### src/hw/uart_frame_check_consts.vh
// Notes on behaviour
// RULE1: receive and transmit run together, separate baud rates
// RULE2: frame checking only when frame_error_select set
// RULE3: invalid stop bit sets frame error flag
// RULE4: frame error flag sticky; software or reset clears
// RULE5: checking active: completion at stop, not last bit
// RULE6: multiprocessor enable alone turns on address recognition
// RULE7: completion flag only for matching address frames
// RULE8: mode 1: stop bit acts as ninth bit
// RULE9: mode 0: multiprocessor enable has no effect
// RULE10: accept given or broadcast match, each independent
// RULE11: given match compares bits where mask is one
// RULE12: software sets mask all ones for exact address
// RULE13: broadcast is address OR mask; zeros don't-care
// RULE14: master should use all-ones for broadcast
// RULE15: reset clears address and mask, accepting everything
// RULE16: modes 2/3: ninth bit one marks address frame
`ifndef UART_FRAME_CHECK_CONSTS_VH
`define UART_FRAME_CHECK_CONSTS_VH

// ---------------------------------------------------------------
// register indices and byte addresses (byte address = 4 * index)
// ---------------------------------------------------------------
`define IDX_SLAVE_ADDRESS_VALUE 8'ha9
`define IDX_SLAVE_ADDRESS_MASK 8'hb9
`define IDX_SERIAL_CONTROL 8'h98
`define IDX_POWER_CONTROL 8'h87
`define IDX_DATA_BUFFER 8'h99
`define OFF_SLAVE_ADDRESS_VALUE 12'h2a4
`define OFF_SLAVE_ADDRESS_MASK 12'h2e4
`define OFF_SERIAL_CONTROL 12'h260
`define OFF_POWER_CONTROL 12'h21c
`define OFF_DATA_BUFFER 12'h264
`define OFF_TX_DIVISOR 12'h300
`define OFF_RX_DIVISOR 12'h304
`define OFF_INT_STATUS 12'h308
`define OFF_INT_MASK 12'h30c

// ---------------------------------------------------------------
// field positions
// ---------------------------------------------------------------
`define SC_BIT_FE_SM0 7
`define SC_BIT_SM1 6
`define SC_BIT_MP_EN 5
`define SC_BIT_REN 4
`define SC_BIT_TB8 3
`define SC_BIT_RB8 2
`define SC_BIT_TI 1
`define SC_BIT_RI 0
`define PC_BIT_FE_SELECT 6
`define INT_BIT_RX 0
`define INT_BIT_TX 1
`define INT_BIT_FE 2

// ---------------------------------------------------------------
// reset values and timing
// ---------------------------------------------------------------
`define RST_ADDR_REG 8'h00
`define RST_DIVISOR 16'h0035
`define TICKS_PER_BIT 4'hf
`define START_CHECK_TICK 4'h7
`define RESP_OKAY 2'h0
`define RESP_SLVERR 2'h2

`endif

### src/hw/baud_tick.v
`timescale 1ns/10ps
// ---------------------------------------------------------------
// oversampling tick: one pulse every divisor+1 clocks
// ---------------------------------------------------------------
module baud_tick (
  input wire aclk, // system clock
  input wire aresetn, // synchronous reset, active low
  input wire clear, // restart the count, no tick this cycle
  input wire [15:0] divisor, // period minus one
  output reg tick // one-cycle pulse at 16x bit rate
);
  reg [15:0] cnt;

  always @(posedge aclk) begin
    if (!aresetn) begin
      cnt <= 16'h0000;
      tick <= 1'b0;
    end else if (clear || cnt == divisor) begin
      cnt <= 16'h0000;
      tick <= !clear;
    end else begin
      cnt <= cnt + 16'h0001;
      tick <= 1'b0;
    end
  end
endmodule

### src/hw/uart_frame_check_addr_match.v
// Register access over AXI4-Lite was decided locally.
`timescale 1ns/10ps
`include "uart_frame_check_consts.vh"
module uart_frame_check_addr_match (
  input wire aclk, // system clock
  input wire aresetn, // synchronous reset, active low
  input wire [11:0] s_axi_awaddr, // write address
  input wire s_axi_awvalid, // write address valid
  output wire s_axi_awready, // write address ready
  input wire [31:0] s_axi_wdata, // write data
  input wire [3:0] s_axi_wstrb, // write byte enables
  input wire s_axi_wvalid, // write data valid
  output wire s_axi_wready, // write data ready
  output reg [1:0] s_axi_bresp, // write response
  output reg s_axi_bvalid, // write response valid
  input wire s_axi_bready, // write response ready
  input wire [11:0] s_axi_araddr, // read address
  input wire s_axi_arvalid, // read address valid
  output wire s_axi_arready, // read address ready
  output reg [31:0] s_axi_rdata, // read data
  output reg [1:0] s_axi_rresp, // read response
  output reg s_axi_rvalid, // read data valid
  input wire s_axi_rready, // read data ready
  input wire rxd, // serial receive pin
  output wire txd, // serial transmit pin
  output wire irq // interrupt, active high level
);
  localparam RX_IDLE = 4'b0001;
  localparam RX_START = 4'b0010;
  localparam RX_DATA = 4'b0100;
  localparam RX_STOP = 4'b1000;

  // ---------------------------------------------------------------
  // register state
  // ---------------------------------------------------------------
  reg [7:0] slave_address_value;
  reg [7:0] slave_address_mask;
  reg sm0, sm1, multiprocessor_enable, ren, tb8, rb8, ti;
  reg receive_complete_flag;
  reg frame_error_flag;
  reg frame_error_select;
  reg [7:0] rx_buffer;
  reg [15:0] tx_div, rx_div;
  reg [2:0] int_status, int_mask;

  // ---------------------------------------------------------------
  // axi4-lite slave
  // ---------------------------------------------------------------
  reg aw_held, w_held;
  reg [11:0] aw_addr_q;
  reg [31:0] wdata_q;
  reg [3:0] wstrb_q;
  reg [31:0] rd_mux;
  reg rd_hit, wr_hit;
  wire wr_do = aw_held && w_held && !s_axi_bvalid;
  wire rd_do = s_axi_arvalid && !s_axi_rvalid;

  assign s_axi_awready = !aw_held;
  assign s_axi_wready = !w_held;
  assign s_axi_arready = !s_axi_rvalid;

  always @(posedge aclk) begin
    if (!aresetn) begin
      aw_held <= 1'b0;
      w_held <= 1'b0;
      aw_addr_q <= 12'h000;
      wdata_q <= 32'h00000000;
      wstrb_q <= 4'h0;
      s_axi_bvalid <= 1'b0;
      s_axi_bresp <= `RESP_OKAY;
      s_axi_rvalid <= 1'b0;
      s_axi_rdata <= 32'h00000000;
      s_axi_rresp <= `RESP_OKAY;
    end else begin
      if (s_axi_awvalid && !aw_held) begin
        aw_held <= 1'b1;
        aw_addr_q <= s_axi_awaddr;
      end
      if (s_axi_wvalid && !w_held) begin
        w_held <= 1'b1;
        wdata_q <= s_axi_wdata;
        wstrb_q <= s_axi_wstrb;
      end
      if (wr_do) begin
        aw_held <= 1'b0;
        w_held <= 1'b0;
        s_axi_bvalid <= 1'b1;
        s_axi_bresp <= wr_hit ? `RESP_OKAY : `RESP_SLVERR;
      end else if (s_axi_bvalid && s_axi_bready) begin
        s_axi_bvalid <= 1'b0;
      end
      if (rd_do) begin
        s_axi_rvalid <= 1'b1;
        s_axi_rdata <= rd_mux;
        s_axi_rresp <= rd_hit ? `RESP_OKAY : `RESP_SLVERR;
      end else if (s_axi_rvalid && s_axi_rready) begin
        s_axi_rvalid <= 1'b0;
      end
    end
  end

  // address decode of a pending write
  always @* begin
    case (aw_addr_q)
      `OFF_SLAVE_ADDRESS_VALUE, `OFF_SLAVE_ADDRESS_MASK, `OFF_SERIAL_CONTROL,
      `OFF_POWER_CONTROL, `OFF_DATA_BUFFER, `OFF_TX_DIVISOR, `OFF_RX_DIVISOR,
      `OFF_INT_STATUS, `OFF_INT_MASK: wr_hit = 1'b1;
      default: wr_hit = 1'b0;
    endcase
  end

  wire wr_b0 = wr_do && wstrb_q[0];
  wire wr_b1 = wr_do && wstrb_q[1];
  wire wr_sc = wr_b0 && aw_addr_q == `OFF_SERIAL_CONTROL;
  wire wr_pc = wr_b0 && aw_addr_q == `OFF_POWER_CONTROL;
  wire wr_tx = wr_b0 && aw_addr_q == `OFF_DATA_BUFFER;
  wire wr_is = wr_b0 && aw_addr_q == `OFF_INT_STATUS;

  // bit 7 of serial control shows the error flag or mode bit 0
  wire [7:0] sc_read = {frame_error_select ? frame_error_flag : sm0, sm1,
    multiprocessor_enable, ren, tb8, rb8, ti, receive_complete_flag};

  always @* begin
    rd_hit = 1'b1;
    case (s_axi_araddr)
      `OFF_SLAVE_ADDRESS_VALUE: rd_mux = {24'h000000, slave_address_value};
      `OFF_SLAVE_ADDRESS_MASK: rd_mux = {24'h000000, slave_address_mask};
      `OFF_SERIAL_CONTROL: rd_mux = {24'h000000, sc_read};
      `OFF_POWER_CONTROL: rd_mux = {25'h0000000, frame_error_select, 6'h00};
      `OFF_DATA_BUFFER: rd_mux = {24'h000000, rx_buffer};
      `OFF_TX_DIVISOR: rd_mux = {16'h0000, tx_div};
      `OFF_RX_DIVISOR: rd_mux = {16'h0000, rx_div};
      `OFF_INT_STATUS: rd_mux = {29'h00000000, int_status};
      `OFF_INT_MASK: rd_mux = {29'h00000000, int_mask};
      default: begin
        rd_mux = 32'h00000000;
        rd_hit = 1'b0;
      end
    endcase
  end

  // ---------------------------------------------------------------
  // receive pin synchroniser and baud ticks
  // ---------------------------------------------------------------
  reg rx_meta, rxs;
  always @(posedge aclk) begin
    if (!aresetn) begin
      rx_meta <= 1'b1;
      rxs <= 1'b1;
    end else begin
      rx_meta <= rxd;
      rxs <= rx_meta;
    end
  end

  wire [1:0] mode = {sm0, sm1};
  // mode 0 shift-register operation is not built; serial logic idles there
  wire async_mode = mode != 2'b00;
  reg [3:0] rx_state;
  reg [3:0] rx_tcnt;
  reg [3:0] rx_bits;
  reg [8:0] rx_sh;
  wire rx_tick, tx_tick;
  wire rx_restart = rx_state == RX_IDLE && !rxs;
  reg tx_start;

  // RULE1: independent baud dividers
  baud_tick u_rx_baud (
    .aclk(aclk),
    .aresetn(aresetn),
    .clear(rx_restart),
    .divisor(rx_div),
    .tick(rx_tick)
  );
  baud_tick u_tx_baud (
    .aclk(aclk),
    .aresetn(aresetn),
    .clear(tx_start),
    .divisor(tx_div),
    .tick(tx_tick)
  );

  // ---------------------------------------------------------------
  // receiver
  // ---------------------------------------------------------------
  wire rx_sample = rx_tick && rx_tcnt == `TICKS_PER_BIT;
  wire nine_bit = sm0;
  wire [3:0] last_bit = nine_bit ? 4'h8 : 4'h7;
  wire at_last = rx_state == RX_DATA && rx_sample && rx_bits == last_bit;
  wire at_stop = rx_state == RX_STOP && rx_sample;
  // RULE2: checking only in async modes with the select bit
  wire check_on = frame_error_select && async_mode;
  // RULE5: completion moves to the stop bit while checking
  wire done_now = (nine_bit && !check_on) ? at_last : at_stop;
  // RULE8: in mode 1 the stop bit stands in for the ninth bit
  wire [7:0] cand_data = (nine_bit && at_stop) ? rx_sh[7:0] : rx_sh[8:1];
  wire cand_ninth = nine_bit ? (at_stop ? rx_sh[8] : rxs) : rxs;
  // RULE11: given match over mask-one positions
  wire given_ok = ((cand_data ^ slave_address_value) & slave_address_mask) == 8'h00;
  // RULE13: broadcast from address OR mask
  wire [7:0] bcast = slave_address_value | slave_address_mask;
  wire bcast_ok = (cand_data & bcast) == bcast;
  // RULE10: either match accepts
  wire addr_ok = given_ok || bcast_ok;
  // RULE6: RULE7: RULE9: RULE16: filter on enable, ninth bit, address
  wire rx_accept = done_now && !receive_complete_flag &&
    (!multiprocessor_enable || (cand_ninth && addr_ok));
  // RULE3: invalid stop bit detected
  wire fe_event = at_stop && check_on && !rxs;

  always @(posedge aclk) begin
    if (!aresetn) begin
      rx_state <= RX_IDLE;
      rx_tcnt <= 4'h0;
      rx_bits <= 4'h0;
      rx_sh <= 9'h000;
    end else begin
      case (rx_state)
        RX_IDLE: begin
          rx_tcnt <= 4'h0;
          rx_bits <= 4'h0;
          if (!rxs && ren && async_mode) rx_state <= RX_START;
        end
        RX_START: begin
          if (rx_tick) begin
            rx_tcnt <= rx_tcnt + 4'h1;
            if (rx_tcnt == `START_CHECK_TICK) begin
              rx_tcnt <= 4'h0;
              // a glitch shorter than half a bit is not a start
              rx_state <= rxs ? RX_IDLE : RX_DATA;
            end
          end
        end
        RX_DATA: begin
          if (rx_tick) rx_tcnt <= rx_tcnt + 4'h1;
          if (rx_sample) begin
            rx_sh <= {rxs, rx_sh[8:1]};
            rx_bits <= rx_bits + 4'h1;
            if (rx_bits == last_bit) rx_state <= RX_STOP;
          end
        end
        RX_STOP: begin
          if (rx_tick) rx_tcnt <= rx_tcnt + 4'h1;
          if (rx_sample) rx_state <= RX_IDLE;
        end
        default: rx_state <= RX_IDLE;
      endcase
    end
  end

  // ---------------------------------------------------------------
  // transmitter
  // ---------------------------------------------------------------
  reg tx_busy;
  reg [10:0] tx_sh;
  reg [3:0] tx_left;
  reg [3:0] tx_tcnt;
  wire tx_bit_end = tx_busy && tx_tick && tx_tcnt == `TICKS_PER_BIT;
  wire ti_event = tx_bit_end && tx_left == 4'h2;
  assign txd = tx_sh[0];

  always @* begin
    tx_start = wr_tx && !tx_busy && async_mode;
  end

  always @(posedge aclk) begin
    if (!aresetn) begin
      tx_busy <= 1'b0;
      tx_sh <= 11'h7ff;
      tx_left <= 4'h0;
      tx_tcnt <= 4'h0;
    end else if (tx_start) begin
      tx_busy <= 1'b1;
      tx_tcnt <= 4'h0;
      tx_sh <= {1'b1, nine_bit ? tb8 : 1'b1, wdata_q[7:0], 1'b0};
      tx_left <= nine_bit ? 4'hb : 4'ha;
    end else if (tx_busy) begin
      if (tx_tick) tx_tcnt <= tx_tcnt + 4'h1;
      if (tx_bit_end) begin
        tx_sh <= {1'b1, tx_sh[10:1]};
        tx_left <= tx_left - 4'h1;
        if (tx_left == 4'h1) tx_busy <= 1'b0;
      end
    end
  end

  // ---------------------------------------------------------------
  // software registers; hardware sets follow writes so they win
  // ---------------------------------------------------------------
  always @(posedge aclk) begin
    if (!aresetn) begin
      // RULE15: address and mask reset to zero
      slave_address_value <= `RST_ADDR_REG;
      slave_address_mask <= `RST_ADDR_REG;
      {sm0, sm1, multiprocessor_enable, ren, tb8, rb8, ti} <= 7'h00;
      receive_complete_flag <= 1'b0;
      frame_error_flag <= 1'b0;
      frame_error_select <= 1'b0;
      rx_buffer <= 8'h00;
      tx_div <= `RST_DIVISOR;
      rx_div <= `RST_DIVISOR;
      int_status <= 3'h0;
      int_mask <= 3'h0;
    end else begin
      if (wr_b0 && aw_addr_q == `OFF_SLAVE_ADDRESS_VALUE) slave_address_value <= wdata_q[7:0];
      if (wr_b0 && aw_addr_q == `OFF_SLAVE_ADDRESS_MASK) slave_address_mask <= wdata_q[7:0];
      if (wr_pc) frame_error_select <= wdata_q[`PC_BIT_FE_SELECT];
      if (wr_sc) begin
        // RULE4: software reaches the error flag via bit 7 only while frame_error_select is set
        if (frame_error_select) frame_error_flag <= wdata_q[`SC_BIT_FE_SM0];
        else sm0 <= wdata_q[`SC_BIT_FE_SM0];
        sm1 <= wdata_q[`SC_BIT_SM1];
        multiprocessor_enable <= wdata_q[`SC_BIT_MP_EN];
        ren <= wdata_q[`SC_BIT_REN];
        tb8 <= wdata_q[`SC_BIT_TB8];
        rb8 <= wdata_q[`SC_BIT_RB8];
        ti <= wdata_q[`SC_BIT_TI];
        receive_complete_flag <= wdata_q[`SC_BIT_RI];
      end
      if (wr_b0 && aw_addr_q == `OFF_TX_DIVISOR) tx_div[7:0] <= wdata_q[7:0];
      if (wr_b1 && aw_addr_q == `OFF_TX_DIVISOR) tx_div[15:8] <= wdata_q[15:8];
      if (wr_b0 && aw_addr_q == `OFF_RX_DIVISOR) rx_div[7:0] <= wdata_q[7:0];
      if (wr_b1 && aw_addr_q == `OFF_RX_DIVISOR) rx_div[15:8] <= wdata_q[15:8];
      if (wr_b0 && aw_addr_q == `OFF_INT_MASK) int_mask <= wdata_q[2:0];
      int_status <= (int_status & ~(wr_is ? wdata_q[2:0] : 3'h0)) |
        {fe_event, ti_event, rx_accept};
      // RULE4: sticky set, valid frames never clear it
      if (fe_event) frame_error_flag <= 1'b1;
      if (ti_event) ti <= 1'b1;
      // RULE7: flag only for accepted frames
      if (rx_accept) begin
        receive_complete_flag <= 1'b1;
        rx_buffer <= cand_data;
        rb8 <= cand_ninth;
      end
    end
  end

  assign irq = |(int_status & int_mask);
endmodule

### config.mk
export PLATFORM = sky130hd
export DESIGN_NAME = uart_frame_check_addr_match
export DESIGN_NICKNAME = d
export VERILOG_FILES = /design/src/hw/baud_tick.v /design/src/hw/uart_frame_check_addr_match.v
export VERILOG_INCLUDE_DIRS = /design/src /design/src/hw
export SDC_FILE = /design/constraint.sdc
export NUM_CORES = 1
export LEC_CHECK = 0
export BUFFER_PORTS_ARGS = -buffer_cell sky130_fd_sc_hd__buf_2
export CAP_MARGIN = 20
export CORE_MARGIN = 8
export CORE_UTILIZATION = 53
export DETAILED_ROUTE_END_ITERATION = 6
export GPL_TIMING_DRIVEN = 0
export HOLD_SLACK_MARGIN = 0.03
export PLACE_DENSITY = 0.76
export SLEW_MARGIN = 20
export SYNTH_ARGS = -nofsm -noshare
export SYNTH_HDL_FRONTEND = slang
export SYNTH_SLANG_ARGS = --single-unit
### constraint.sdc
create_clock -name aclk -period 2.3 [get_ports aclk]
set_input_delay 0.23 -clock aclk [delete_from_list [all_inputs] [get_ports aclk]]
set_output_delay 0.23 -clock aclk [all_outputs]
set_load 0.05 [all_outputs]
==> impl.org <==
** Run status
- The flow ran to the end, but the final reports show violations.
- The checks that failed: negative setup slack.

** Run
- Max-cap violations in this run came to 0.

** Drt
- After detailed routing, the number of remaining DRC violations is 0.
- In the detailed route, the total length drawn on met3 is 1060 um.
- Met1 layer wirelength in the final routing :: 11600 um
- Wire length on met2 :: 13300 um
- DRT Wirelength :: 26600 um
- Number of nets still failing antenna checks after routing :: 0
- For this block, the initial DRC count from the detailed router was 703.
- For this block, the via count after detailed routing is 8243.
- Before antenna repair, the detailed router went through 5 iterations.
- The detailed router used layers up to and including met4.
- Average wire per cell in the routed design :: 18.0 um
- After detailed routing, the number of vias per cell comes to 5.58.

** Layout
- Final #Nets :: 1308
- Leaving out fill and tap cells, the most frequent cells in the layout are 195 x dfxtp_1, 171 x nand2_1, 79 x buf_2.
- Cells with a size suffix above 1 make up 17.1% of the layout.
- Leaving out fill and tap cells, the most frequent cell in the layout is dfxtp_1.
- Compared with the post-synthesis result, the final layout area differs by 17.2%.
- The finished layout holds 1476 standard cells, fillers aside.
- The number of antenna diodes in the final layout is 0.
- Total of fill cells in the finished design :: 1531

** Logic synthesis
- Main synth FF type :: dfxtp_1
- Number of distinct library cells after synthesis :: 70
- The synthesized design contains 200 register bits.
- Averaged over all synthesized cells, the footprint is 8.95 um2.
- In the synthesized netlist the async set-or-reset flop fraction comes to 0%.
- Summing every instance area after synthesis gives 9880 um2.
- Summed over all instances, the cell type with the most area after synthesis is dfxtp_1.
- Count of synthesis-stage warnings from yosys :: 0
- Cell count after synthesis :: 1104
- Sequential-to-total area share from yosys stat :: 40.5%
- Of the post-synthesis cell area, the dominant cell type holds 40.5%.
- Number of flops mapped to enable cells by yosys :: 0
- By area the synthesized netlist is led by dfxtp_1 41%, mux2i_1 7.3%, nand2_1 6.5%, xor2_1 5.9%, nor2b_1 4.0%.

** Clock tree
- Clock-pin slew was measured on the worst setup and hold paths at 0.07 ns.
- TritonCTS built the clock tree.
- CTS saw 200 sinks.
- In this run the number of H-tree levels came out at 4.
- CTS buffer count :: 17
- Clk_lat worst skew :: 0.44 ns
- Clock root buffer :: clkbuf_16
- Max Buffers Root-to-Sink :: 2

** Worst setup path
- Category of the worst setup path capture point :: flip-flop
- Maximum fanout along the worst path :: 10
- STA classifies the critical path startpoint as a flip-flop.
- In this run the critical register-to-register path is launched from rx_state[2]$_SDFFE_PN0P_.
- Crit path kind :: reg -> reg
- Logic depth of the worst register-to-register path :: 9
- Worst setup path startpoint :: rx_state[2]$_SDFFE_PN0P_
- For the worst setup path, the data arrival time is 2.67 ns.
- For the worst setup path, the data required time is 2.63 ns.

** Power
- Per report_power, the clock group accounts for 42.2% of the total.
- Combinational logic burns 8.1% of the power.
- The design draws 7.22 mW.
- Proportion of power drawn by flip-flops and latches :: 49.7%
- For this design the static power due to leakage is 4.69 nW.
- Total power per unit cell area :: 624 nW/um2
- For this design the total switching power over the nets is 1.73 mW.
- Fraction of power spent switching nets :: 23.9%
- Internal power comes to 5.49 mW.
- VDD IR-drop max :: 0.524 mV

** Placed design
- Summed over all nets, the half-perimeter wirelength after detailed placement is 19300 um.
- GPL Wtd Cong :: 0.918
- The number of placed instances, taps included, is 1427.
- In this run the tool buffered the top-level ports with 72 buffer cells.

** Hold path
- Hold Startpoint :: s_axi_wdata[7]
- The min-delay analysis places its worst path in the category in -> reg.
- Number of instances on the worst hold path :: 3

** Global route
- Maximum number of pins on one net before global-route repair :: 17
- The initial antenna violation count was 0.
- Summed over all layers, the global routing overflow is 0.
- GR Util All Layers :: 22.2%
- Number of global-route vias before repair :: 7948
- Wire length of the first global-routing pass :: 41700 um

** STA
- At the pin with the least slew margin, the transition time is 0.690 ns.
- Final setup vio count :: 6
- Count of final max-slew check failures :: 0
- Setup repair after global routing could not meet its margin everywhere.
- For this run, the top clock speed supported by timing is 427 MHz.
- Once routing completed, OpenROAD measured the worst setup slack at -0.0443 ns.
- Final hold vios :: 0
- Headroom to the max-slew limit came out at 54.0%.
- The tightest hold path in the finished design has a slack of 0.0353 ns.
- Worst clock skew :: 0.00594 ns
- Adding up every negative setup slack in the final design gives -0.135 ns.
- Tcrit/Tclk final :: 102%
- Counting I/O delays and the setup requirement, the final critical path takes 2.34 ns.

** Floorplan
- Cell Rows :: 50
- The die covers 23300 um2.
- Measured along the x axis, the die boundary spans 153 um.
- I/O pin count :: 111
- Core area :: 18500 um2
- Measured along the y axis, the die boundary spans 153 um.
- Starting Density :: 53.3%
power by group through the flow:
stage               Sequential [mW]  Clock, mW  Combinational (mW)
global route                   3.60       3.24               0.627
global placement               3.66          0               0.546
finish                         3.59       3.05               0.584
CTS                            3.59       3.07               0.565
detailed placement             3.66          0               0.555
floorplan                      3.66          0               0.383
synth_stat cells, types with 10 or more instances:
library cell  number
dfxtp_1          200
nand2_1          172
nor2_1            78
mux2i_1           72
xor2_1            66
nor2b_1           63
clkbuf_1          51
a21boi_0          48
nand3_1           28
o21ai_0           28
a22oi_1           24
buf_4             20
a21oi_1           17
inv_1             15
mux2_2            15
nor4_1            14
xnor2_1           14
and2_1            13
and3_1            12
nand4_1           12
nand2b_1          11
buf_2             10
logic make-up (layout without fill, tap and decap cells):
family	Yosys count	count (layout)	share of synthesized area, %
buffers and inverters	99	220	4.88
muxes	88	88	9.23
DFF	200	200	40.5
AOI/OAI and AO/OA	184	184	13.8
adders and majority gates	8	8	1.01
other	1	18	0.0380
xor gates and xnor gates	80	80	7.09
and+or+nand+nor	444	444	23.4
area by class of cell:
class	count	area, um2	share of cell area (%)
flip-flops and latches	200	4010	34.7
clock inverters	8	123	1.06
repair buffers	96	613	5.30
well taps	234	293	2.53
inverters	15	56.3	0.486
clock buffers	21	470	4.06
multi-input cells	822	5570	48.1
plain buffers	80	434	3.75
routing by layer:
metal | GRT usage, % | vias to the layer above
met2 | 38.6 | 203
met3 | 3.89 | 41
met1 | 26.9 | 3959
met5 | 0 | -
met4 | 8.62 | 0
li1 | - | 4040
worst paths after layout:
check / end / slack (ns)
worst max register to register: rx_buffer[6]$_SDFFE_PN0P_ / -0.04
worst min-delay path: wdata_q[7]$_SDFFE_PN0P_ / 0.04
worst min register to register: rxs$_SDFF_PN1_ / 0.40
worst max-delay path: rx_buffer[6]$_SDFFE_PN0P_ / -0.04
worst max-delay path, stage by stage (launching register included):
cell      delay, ns
dfxtp_1        0.37
buf_4          0.18
nor4b_4        0.26
nand3b_1       0.13
a211o_1        0.33
o21bai_4       0.20
nor4b_4        0.40
buf_6          0.18
o21ai_1        0.06
o311a_1        0.12
state kept, by name (all words and copies together), names as in the netlist, 3 cells and up:
name and count:
rx_bits 4, s_axi_rdata 16, rx_div 16, rx_sh 9, u_tx_baud.cnt 16, tx_left 4, wdata_q 16, rx_buffer 8
tx_div 16, int_mask 3, aw_addr_q 12, tx_sh 10, slave_address_mask 8, rx_tcnt 4, tx_tcnt 4, slave_address_value 8
int_status 3, rx_state 4, u_rx_baud.cnt 16
per-stage QoR:
| step | setup WS, ns | instance area [um2] | util (%) |
|---|---|---|---|
| 2_1_floorplan | 0.0726 | 9940 | - |
| 3_3_place_gp | -0.256 | 10600 | 57.2 |
| 3_5_place_dp | -0.328 | 10600 | 57.2 |
| 4_1_cts | -0.00557 | 11400 | 61.3 |
| 5_1_grt | -0.128 | 11600 | 62.5 |
| 6_report | -0.0443 | 11600 | 62.5 |
what timing repair did:
action,4_1_cts,5_1_grt
gates cloned,1,1
pin swaps,4,7
buffers inserted,4,13
endpoints found under the setup margin,47,90
hold buffers,5,0
endpoints found under the hold margin,5,0
resized for setup,20,19
Power figures use the tool's default switching activity.
